### src/verilog/ellj_pkg.sv
// Constants, register map and types of the event linked level judge.
// Assumes an APB master on MCLK and a converter that presents its results.
//
// Function
// Chain enable set makes the next descriptor run right after the current.
// One activation: store ch0, store ch1, load threshold, load ch0 input.
// All descriptors but the last chain; the last does not.
// Each descriptor moves 2-byte units, repeat mode, fixed source.
// Buffer descriptors increment destination and wrap at buffer length.
// Operation unit descriptors use fixed destination, one unit per run.
// Operation unit compares, adds or subtracts 16-bit data, irq on hit.
// Subtract mode: input minus setting, flag set when result negative.
// Link unit routes event to each destination holding its source code.
// No event link acts until the global link enable is written 1.
// Software picks snooze or timer event as converter start source.
// Operation irq drives port group 1, window match drives group 2.
// Ports 1 and 2 each respond to their own port group event.
// On group event, pins with set enable 1 go to 1, others kept (here a pin with reset enable 1 goes to 0).
// On group event, pins with reset enable 1 go to 0, others kept.
// Transfer starts only when the trigger enable bit is 1.
// After a full repeat size the repeat address returns to start.
// Converter result auto-clear stays off so ch0 is read twice.
// Each descriptor writes before the next reads.
// Result flag stays until cleared; each new negative gives one event.
package ellj_pkg;

    // ****************************************************************
    // Register offsets
    // ****************************************************************
    localparam logic [7:0] OFS_CTRL   = 8'h00; // trigger en, link en
    localparam logic [7:0] OFS_OPCTL  = 8'h04; // mode, flag
    localparam logic [7:0] OFS_SET    = 8'h08; // setting value
    localparam logic [7:0] OFS_INP    = 8'h0C; // input value
    localparam logic [7:0] OFS_THR    = 8'h10; // threshold variable
    localparam logic [7:0] OFS_LSEL1  = 8'h14; // link select port 1
    localparam logic [7:0] OFS_LSEL2  = 8'h18; // link select port 2
    localparam logic [7:0] OFS_PORT1  = 8'h1C; // set en, reset en, value
    localparam logic [7:0] OFS_PORT2  = 8'h20;
    localparam logic [7:0] OFS_BUFLEN = 8'h24; // buffer length
    localparam logic [7:0] OFS_BIDX   = 8'h28; // buffer indices
    localparam logic [7:0] OFS_BUF0   = 8'h40; // ch0 buffer window
    localparam logic [7:0] OFS_BUF1   = 8'h80; // ch1 buffer window

    // ****************************************************************
    // Sizes and codes
    // ****************************************************************
    localparam int BUF_DEPTH = 16;
    localparam int BUF_AW    = 4;
    localparam int PIN_W     = 8;
    localparam logic [7:0] EVT_OP_IRQ  = 8'h01; // arbitrary source codes
    localparam logic [7:0] EVT_WMATCH  = 8'h02;
    localparam logic [1:0] MODE_CMP    = 2'h0;
    localparam logic [1:0] MODE_ADD    = 2'h1;
    localparam logic [1:0] MODE_SUB    = 2'h2;
    localparam logic [4:0] DESC_LAST   = 5'h1_0;
    localparam logic [4:0] CHAIN_MASK  = 5'h0_7; // descriptors 0..2 chain

    // ****************************************************************
    // Types
    // ****************************************************************
    typedef enum logic [4:0] {
        ST_IDLE = 5'b0_0001,
        ST_D0   = 5'b0_0010,
        ST_D1   = 5'b0_0100,
        ST_D2   = 5'b0_1000,
        ST_D3   = 5'b1_0000
    } ellj_state_e;

    typedef struct packed {
        ellj_state_e                st;
        logic                       trig_en;
        logic                       link_en;
        logic [1:0]                 mode;
        logic                       flag;
        logic                       op_evt;
        logic                       neg_prev;
        logic [15:0]                set_v;
        logic [15:0]                inp_v;
        logic [15:0]                thr;
        logic [7:0]                 lsel1;
        logic [7:0]                 lsel2;
        logic [PIN_W-1:0]           sen1;
        logic [PIN_W-1:0]           ren1;
        logic [PIN_W-1:0]           pout1;
        logic [PIN_W-1:0]           sen2;
        logic [PIN_W-1:0]           ren2;
        logic [PIN_W-1:0]           pout2;
        logic [BUF_AW-1:0]          blen;
        logic [BUF_AW-1:0]          idx0;
        logic [BUF_AW-1:0]          idx1;
        logic [BUF_DEPTH-1:0][15:0] buf0;
        logic [BUF_DEPTH-1:0][15:0] buf1;
        logic [1:0]                 trg_s;
        logic [1:0]                 wm_s;
        logic                       trg_d;
        logic                       wm_d;
        logic [31:0]                prdata;
        logic                       pready;
        logic                       pslverr;
    } ellj_state_s;

endpackage

### src/verilog/ellj_top.sv
// Level judge: chained transfer, operation unit, event link, port groups.
// Assumes converter results are stable while a start pulse is taken.
//
// Design decisions made here: the register offsets and register access over APB.
`timescale 1ns/1ps
module ellj_top (
    // Clock and reset
    input  wire logic        MCLK,
    input  wire logic        RST_B,
    // APB slave
    input  wire logic        PSEL,
    input  wire logic        PENABLE,
    input  wire logic        PWRITE,
    input  wire logic [7:0]  PADDR,
    input  wire logic [31:0] PWDATA,
    output logic      [31:0] PRDATA,
    output logic             PREADY,
    output logic             PSLVERR,
    // Converter side
    input  wire logic        CONV_DONE,
    input  wire logic [15:0] CONV_CH0,
    input  wire logic [15:0] CONV_CH1,
    input  wire logic        CONV_WMATCH,
    // Port pins
    output logic      [7:0]  PORT1_OUT,
    output logic      [7:0]  PORT2_OUT,
    output logic             OP_IRQ
);

    ellj_pkg::ellj_state_s s_r;
    ellj_pkg::ellj_state_s s_nxt;

    // ****************************************************************
    // Next state
    // ****************************************************************
    always_comb begin
        logic        wr;
        logic        rd;
        logic [16:0] diff;
        logic        neg;
        logic        hit;
        logic        trg_p;
        logic        wm_p;
        logic        ev1;
        logic        ev2;
        logic        clr_flag;
        s_nxt = s_r;
        wr = PSEL && PENABLE && PWRITE;
        rd = PSEL && PENABLE && !PWRITE;
        clr_flag = 1'b0;
        diff = '0;
        neg = 1'b0;
        hit = 1'b0;
        trg_p = 1'b0;
        wm_p = 1'b0;
        ev1 = 1'b0;
        ev2 = 1'b0;
        // One wait state: answer the edge after the access phase is seen
        s_nxt.pready = PSEL && PENABLE && !s_r.pready;
        s_nxt.pslverr = 1'b0;
        s_nxt.prdata = '0;
        s_nxt.op_evt = 1'b0;
        // Pin inputs through two flops
        s_nxt.trg_s = {s_r.trg_s[0], CONV_DONE};
        s_nxt.wm_s = {s_r.wm_s[0], CONV_WMATCH};
        s_nxt.trg_d = s_r.trg_s[1];
        s_nxt.wm_d = s_r.wm_s[1];
        trg_p = s_r.trg_s[1] && !s_r.trg_d;
        wm_p = s_r.wm_s[1] && !s_r.wm_d;

        // Chained transfer sequence
        case (s_r.st)
            ellj_pkg::ST_IDLE: begin
                if (trg_p && s_r.trig_en) begin
                    s_nxt.st = ellj_pkg::ST_D0;
                end
            end
            ellj_pkg::ST_D0: begin
                s_nxt.buf0[s_r.idx0] = CONV_CH0;
                s_nxt.idx0 = (s_r.idx0 == s_r.blen) ? '0 : s_r.idx0 + 1'b1;
                s_nxt.st = ellj_pkg::CHAIN_MASK[0] ? ellj_pkg::ST_D1
                                                   : ellj_pkg::ST_IDLE;
            end
            ellj_pkg::ST_D1: begin
                s_nxt.buf1[s_r.idx1] = CONV_CH1;
                s_nxt.idx1 = (s_r.idx1 == s_r.blen) ? '0 : s_r.idx1 + 1'b1;
                s_nxt.st = ellj_pkg::CHAIN_MASK[1] ? ellj_pkg::ST_D2
                                                   : ellj_pkg::ST_IDLE;
            end
            ellj_pkg::ST_D2: begin
                s_nxt.set_v = s_r.thr;
                s_nxt.st = ellj_pkg::CHAIN_MASK[2] ? ellj_pkg::ST_D3
                                                   : ellj_pkg::ST_IDLE;
            end
            ellj_pkg::ST_D3: begin
                s_nxt.inp_v = CONV_CH0;
                s_nxt.st = ellj_pkg::ST_IDLE;
            end
            default: s_nxt.st = ellj_pkg::ST_IDLE;
        endcase

        // Register access
        if (wr && !s_r.pready) begin
            if (PADDR == ellj_pkg::OFS_CTRL) begin
                s_nxt.trig_en = PWDATA[0];
                s_nxt.link_en = PWDATA[1];
            end else if (PADDR == ellj_pkg::OFS_OPCTL) begin
                s_nxt.mode = PWDATA[1:0];
                clr_flag = PWDATA[8];
            end else if (PADDR == ellj_pkg::OFS_SET) begin
                s_nxt.set_v = PWDATA[15:0];
            end else if (PADDR == ellj_pkg::OFS_INP) begin
                s_nxt.inp_v = PWDATA[15:0];
            end else if (PADDR == ellj_pkg::OFS_THR) begin
                s_nxt.thr = PWDATA[15:0];
            end else if (PADDR == ellj_pkg::OFS_LSEL1) begin
                s_nxt.lsel1 = PWDATA[7:0];
            end else if (PADDR == ellj_pkg::OFS_LSEL2) begin
                s_nxt.lsel2 = PWDATA[7:0];
            end else if (PADDR == ellj_pkg::OFS_PORT1) begin
                s_nxt.sen1 = PWDATA[7:0];
                s_nxt.ren1 = PWDATA[15:8];
                s_nxt.pout1 = PWDATA[23:16];
            end else if (PADDR == ellj_pkg::OFS_PORT2) begin
                s_nxt.sen2 = PWDATA[7:0];
                s_nxt.ren2 = PWDATA[15:8];
                s_nxt.pout2 = PWDATA[23:16];
            end else if (PADDR == ellj_pkg::OFS_BUFLEN) begin
                s_nxt.blen = PWDATA[ellj_pkg::BUF_AW-1:0];
            end else if (PADDR == ellj_pkg::OFS_BIDX) begin
                s_nxt.idx0 = '0;
                s_nxt.idx1 = '0;
            end else begin
                s_nxt.pslverr = PADDR < ellj_pkg::OFS_BUF0;
            end
        end else if (rd && !s_r.pready) begin
            if (PADDR == ellj_pkg::OFS_CTRL) begin
                s_nxt.prdata = {30'h0, s_r.link_en, s_r.trig_en};
            end else if (PADDR == ellj_pkg::OFS_OPCTL) begin
                s_nxt.prdata = {23'h0, s_r.flag, 6'h0, s_r.mode};
            end else if (PADDR == ellj_pkg::OFS_SET) begin
                s_nxt.prdata = {16'h0, s_r.set_v};
            end else if (PADDR == ellj_pkg::OFS_INP) begin
                s_nxt.prdata = {16'h0, s_r.inp_v};
            end else if (PADDR == ellj_pkg::OFS_THR) begin
                s_nxt.prdata = {16'h0, s_r.thr};
            end else if (PADDR == ellj_pkg::OFS_LSEL1) begin
                s_nxt.prdata = {24'h0, s_r.lsel1};
            end else if (PADDR == ellj_pkg::OFS_LSEL2) begin
                s_nxt.prdata = {24'h0, s_r.lsel2};
            end else if (PADDR == ellj_pkg::OFS_PORT1) begin
                s_nxt.prdata = {8'h0, s_r.pout1, s_r.ren1, s_r.sen1};
            end else if (PADDR == ellj_pkg::OFS_PORT2) begin
                s_nxt.prdata = {8'h0, s_r.pout2, s_r.ren2, s_r.sen2};
            end else if (PADDR == ellj_pkg::OFS_BUFLEN) begin
                s_nxt.prdata = {28'h0, s_r.blen};
            end else if (PADDR == ellj_pkg::OFS_BIDX) begin
                s_nxt.prdata = {24'h0, s_r.idx1, s_r.idx0};
            end else if (PADDR >= ellj_pkg::OFS_BUF1) begin
                s_nxt.prdata = {16'h0, s_r.buf1[PADDR[5:2]]};
            end else if (PADDR >= ellj_pkg::OFS_BUF0) begin
                s_nxt.prdata = {16'h0, s_r.buf0[PADDR[5:2]]};
            end else begin
                s_nxt.pslverr = 1'b1;
            end
        end

        // Operation unit
        diff = {1'b0, s_r.inp_v} - {1'b0, s_r.set_v};
        case (s_r.mode)
            ellj_pkg::MODE_CMP: hit = (s_r.inp_v == s_r.set_v);
            ellj_pkg::MODE_ADD: hit = diff[16] ^ diff[16]
                                 | ({1'b0, s_r.inp_v} + {1'b0, s_r.set_v})
                                   > 17'h0_FFFF;
            ellj_pkg::MODE_SUB: hit = diff[16];
            default:            hit = 1'b0;
        endcase
        neg = hit;
        if (neg && !s_r.neg_prev) begin
            s_nxt.op_evt = 1'b1;
        end
        s_nxt.neg_prev = neg;
        if (neg) begin
            s_nxt.flag = 1'b1;
        end else if (clr_flag) begin
            s_nxt.flag = 1'b0;
        end

        // Event link and port groups
        ev1 = s_r.link_en && ((s_r.lsel1 == ellj_pkg::EVT_OP_IRQ && s_r.op_evt)
              || (s_r.lsel1 == ellj_pkg::EVT_WMATCH && wm_p));
        ev2 = s_r.link_en && ((s_r.lsel2 == ellj_pkg::EVT_OP_IRQ && s_r.op_evt)
              || (s_r.lsel2 == ellj_pkg::EVT_WMATCH && wm_p));
        if (ev1) begin
            s_nxt.pout1 = (s_nxt.pout1 | s_r.sen1) & ~s_r.ren1;
        end
        if (ev2) begin
            s_nxt.pout2 = (s_nxt.pout2 | s_r.sen2) & ~s_r.ren2;
        end
    end

    // ****************************************************************
    // State register
    // ****************************************************************
    always_ff @(posedge MCLK) begin
        if (!RST_B) begin
            s_r <= '0;
            s_r.st <= ellj_pkg::ST_IDLE;
        end else begin
            s_r <= s_nxt;
        end
    end

    assign PRDATA    = s_r.prdata;
    assign PREADY    = s_r.pready;
    assign PSLVERR   = s_r.pslverr;
    assign PORT1_OUT = s_r.pout1;
    assign PORT2_OUT = s_r.pout2;
    assign OP_IRQ    = s_r.op_evt;

endmodule // ellj_top

### config.mk
export PLATFORM = sky130hd
export DESIGN_NAME = ellj_top
export DESIGN_NICKNAME = d
export VERILOG_FILES = /design/src/verilog/ellj_pkg.sv /design/src/verilog/ellj_top.sv
export SDC_FILE = /design/constraint.sdc
export NUM_CORES = 2
export LEC_CHECK = 0
export ABC_CLOCK_PERIOD_IN_PS = 2650
export BUFFER_PORTS_ARGS = -buffer_cell sky130_fd_sc_hd__buf_2
export CAP_MARGIN = 20
export CORE_MARGIN = 2
export CORE_UTILIZATION = 35
export CTS_CLUSTER_DIAMETER = 40
export DETAILED_ROUTE_END_ITERATION = 10
export GPL_ROUTABILITY_DRIVEN = 0
export SYNTH_ARGS = -nofsm -noshare
export SYNTH_HDL_FRONTEND = slang
export SYNTH_SLANG_ARGS = --single-unit
### constraint.sdc
create_clock -name MCLK -period 2.65 [get_ports MCLK]
set_clock_uncertainty 0.05 [all_clocks]
set_input_delay 0.53 -clock MCLK [delete_from_list [all_inputs] [get_ports MCLK]]
set_output_delay 0.53 -clock MCLK [all_outputs]
set_load 0.02 [all_outputs]
==> impl_metrics.csv <==
group,metric,value,unit
sta,finalHoldViolations,0,
synth,synth_warnings,0,
routing,wl,109000,um
routing,dr.pass1.iters,6,
final_layout,stdcell_area,39500,um^2
placement,dpl.hpwl,74600,um
floorplanning,fp.dieW,313,um
critical_path,worstSetupEndpointType,"flip-flop",
sta,rsz0062_at_grt,"false",
synth,synth_area,33300,um^2
global_route,track_usage,21.7,%
floorplanning,die_height,313,um
synth,yosysMostFrequentCell,"dfxtp_1",
floorplanning,io_pins,130,
cts,clock_path_buffers,3,
hold_path,hp-class,"in -> reg",
cts,cts.sinks,680,
global_route,grt_max_degree,214,
global_route,antenna_found_initial,1,
critical_path,critical_path_peak_fanout,4,
synth,synth_top_cell_by_area,"dfxtp_1",
global_route,grt-ovfl-total,0,
routing,via_per_inst,5.45,
cts,h-tree-depth,3,
final_layout,drive_gt1_share,18.2,%
critical_path,arrival,3.00,ns
routing,wl_per_cell,21.3,um
synth,netlist.area_leader.share,40.8,%
power,power.density,618,nW/um^2
final_layout,seqCellArea,13600,um^2
synth,syn_area_per_cell,9.11,um^2
critical_path,cp-start-kind,"flip-flop",
placement,place_area,36300,um^2
cts,path_clk_slew,0.06,ns
synth,synth.area.top_cells,"dfxtp_1, mux2i_1, a21boi_0",
sta,fmax,0.409,GHz
final_layout,layout.nets,3893,
final_layout,antenna_cells,0,
placement,pre_cts_slack,-0.195,ns
cts,clock_latency,0.66,ns
power,leakage,15.6,nW
run_status,status,"finished, final reports clean",
cts,cts_hold_buf,0,
synth,async_flop_share,0,%
floorplanning,coreArea,94700,um^2
placement,port_buffers,113,
routing,detail-route-antenna-nets,0,
floorplanning,fp-row-count,113,
cts,cts_resized,0,
synth,synth_commonest_cells,"dfxtp_1, nand2_1, nand3_1",
cts,post-cts-setup-buffers,0,
sta,max_slew.worst_pin.slew,0.962,ns
power,ir_worst_vdd,0.488,mV
synth,synth-seq-cells,680,
sta,min_period,2.45,ns
sta,final_max_slew_viol_count,0,
floorplanning,initial_core_util,35.2,%
routing,num_vias,27835,
synth,postSynthCellCount,3659,
global_route,grt_pass1_vias,26717,
cts,cts_tree,"yes",
routing,drcViolationCount,0,
synth,synth-seq-area-share,40.8,%
final_layout,multi_input_area,17800,um^2
sta,worst_slack,0.205,ns
routing,drtIter0Drc,2493,
synth,synth-edff-count,0,
job,drv_cap,0,
critical_path,crit_required,3.20,ns
global_route,grt_pass1_wl,166000,um
synth,ys.flop_type,"dfxtp_1",
cts,root_buffer,"clkbuf_16",
sta,min_period_over_period,92.3,%
synth,synth_cell_types,87,
critical_path,crit_type,"reg -> reg",
floorplanning,dieArea,97800,um^2
cts,cts-buffers-inserted,91,
final_layout,num-fill-cells,9301,
sta,setup_viol,0,
sta,max_slew_margin,35.9,%
final_layout,area_delta_synth_final,18.5,%
-- routing by layer --
| metal | global-route usage, % | share of wire [%] |
|---|---|---|
| met5 | 0 | 0 |
| met4 | 8.21 | 3.4 |
| met3 | 3.02 | 5.9 |
| met2 | 34.9 | 46 |
| met1 | 29.5 | 44 |
-- stage by stage --
step / total power [W] / TNS (ns) / hold slack [ns] / std cells / utilization [%]
2_1_floorplan: 0.0112 / 0 / 0.325 / 3666 / -
3_3_place_gp: 0.0117 / -5.72 / 0.377 / 4946 / 38.3
3_5_place_dp: 0.0117 / -6.91 / 0.373 / 4946 / 38.3
4_1_cts: 0.0246 / 0 / 0.00806 / 5110 / 41.7
5_1_grt: 0.0250 / 0 / 0.0402 / 5110 / 41.7
6_report: 0.0244 / 0 / 0.0325 / 5110 / 41.7
-- layout make-up --
class	count	share of cell area [%]
Multi-Input combinational cell	2564	45.1
Sequential cell	680	34.5
Timing Repair Buffer	400	8.04
Clock buffer	109	6.35
Tap cell	1265	4.01
Clock inverter	55	1.74
Inverter	37	0.352
-- placed cells by master (no fill, tap or decap), drive strengths merged, types with 12 or more instances in the layout --
| cell | count |
|---|---|
| a21o | 14 |
| buf | 399 |
| mux4 | 98 |
| nor2b | 210 |
| o21ai | 35 |
| nand4 | 18 |
| a31oi | 19 |
| a21oi | 70 |
| nand2b | 16 |
| clkinv | 17 |
| dfxtp | 680 |
| clkinvlp | 12 |
| ha | 39 |
| nand3 | 384 |
| o211a | 33 |
| inv | 53 |
| mux2i | 306 |
| o221ai | 19 |
| a21boi | 391 |
| clkbuf | 110 |
| nor3 | 17 |
| a22oi | 40 |
| nor2 | 59 |
| nand2 | 652 |
-- path summary, 6_finish.rpt --
| kind | from | to | slack, ns | cells past startpoint |
|---|---|---|---|---|
| worst max-delay path | s_r[660]$_SDFF_PN0_ | OP_IRQ$_SDFF_PN0_ | 0.20 | 10 |
| worst min register to register | s_r[533]$_SDFFE_PN0P_ | s_r[533]$_SDFFE_PN0P_ | 0.40 | 2 |
| worst min-delay path | CONV_DONE | s_nxt[39]$_SDFF_PN0_ | 0.03 | 2 |
| worst max register to register | s_r[660]$_SDFF_PN0_ | OP_IRQ$_SDFF_PN0_ | 0.20 | 10 |
-- power breakdown --
| group | internal [W] | total [W] | switching, W |
|---|---|---|---|
| logic | 0.000487 | 0.00128 | 0.000793 |
| clock network | 0.00784 | 0.0129 | 0.00505 |
| registers | 0.0102 | 0.0102 | 0.00000851 |
| total | 0.0186 | 0.0244 | 0.00585 |
-- sequential cells by signal (all words and copies together), names as in the netlist --
name       flops
OP_IRQ         1
PORT1_OUT      8
PORT2_OUT      8
PRDATA        24
PREADY         1
PSLVERR        1
s_nxt          4
s_r          633
-- cells by family after synthesis --
group / synth area share [%]
xor gates and xnor gates: 0.210
other: 0.0112
muxes: 15.9
AOI/OAI and AO/OA: 15.3
buffers and inverters: 5.98
adders and majority gates: 1.52
and+or+nand+nor: 20.3
DFF: 40.8
-- critical path, stage by stage (launching register included) --
cell and delay (ns):
dfxtp_1 0.40, ha_1 0.18, inv_1 0.05, fa_1 0.35, nor2_1 0.11, o311a_1 0.15
o221ai_1 0.18, a221oi_1 0.38, o31ai_1 0.15, a211oi_1 0.23, buf_4 0.16
(Power assumes the default switching activity.)
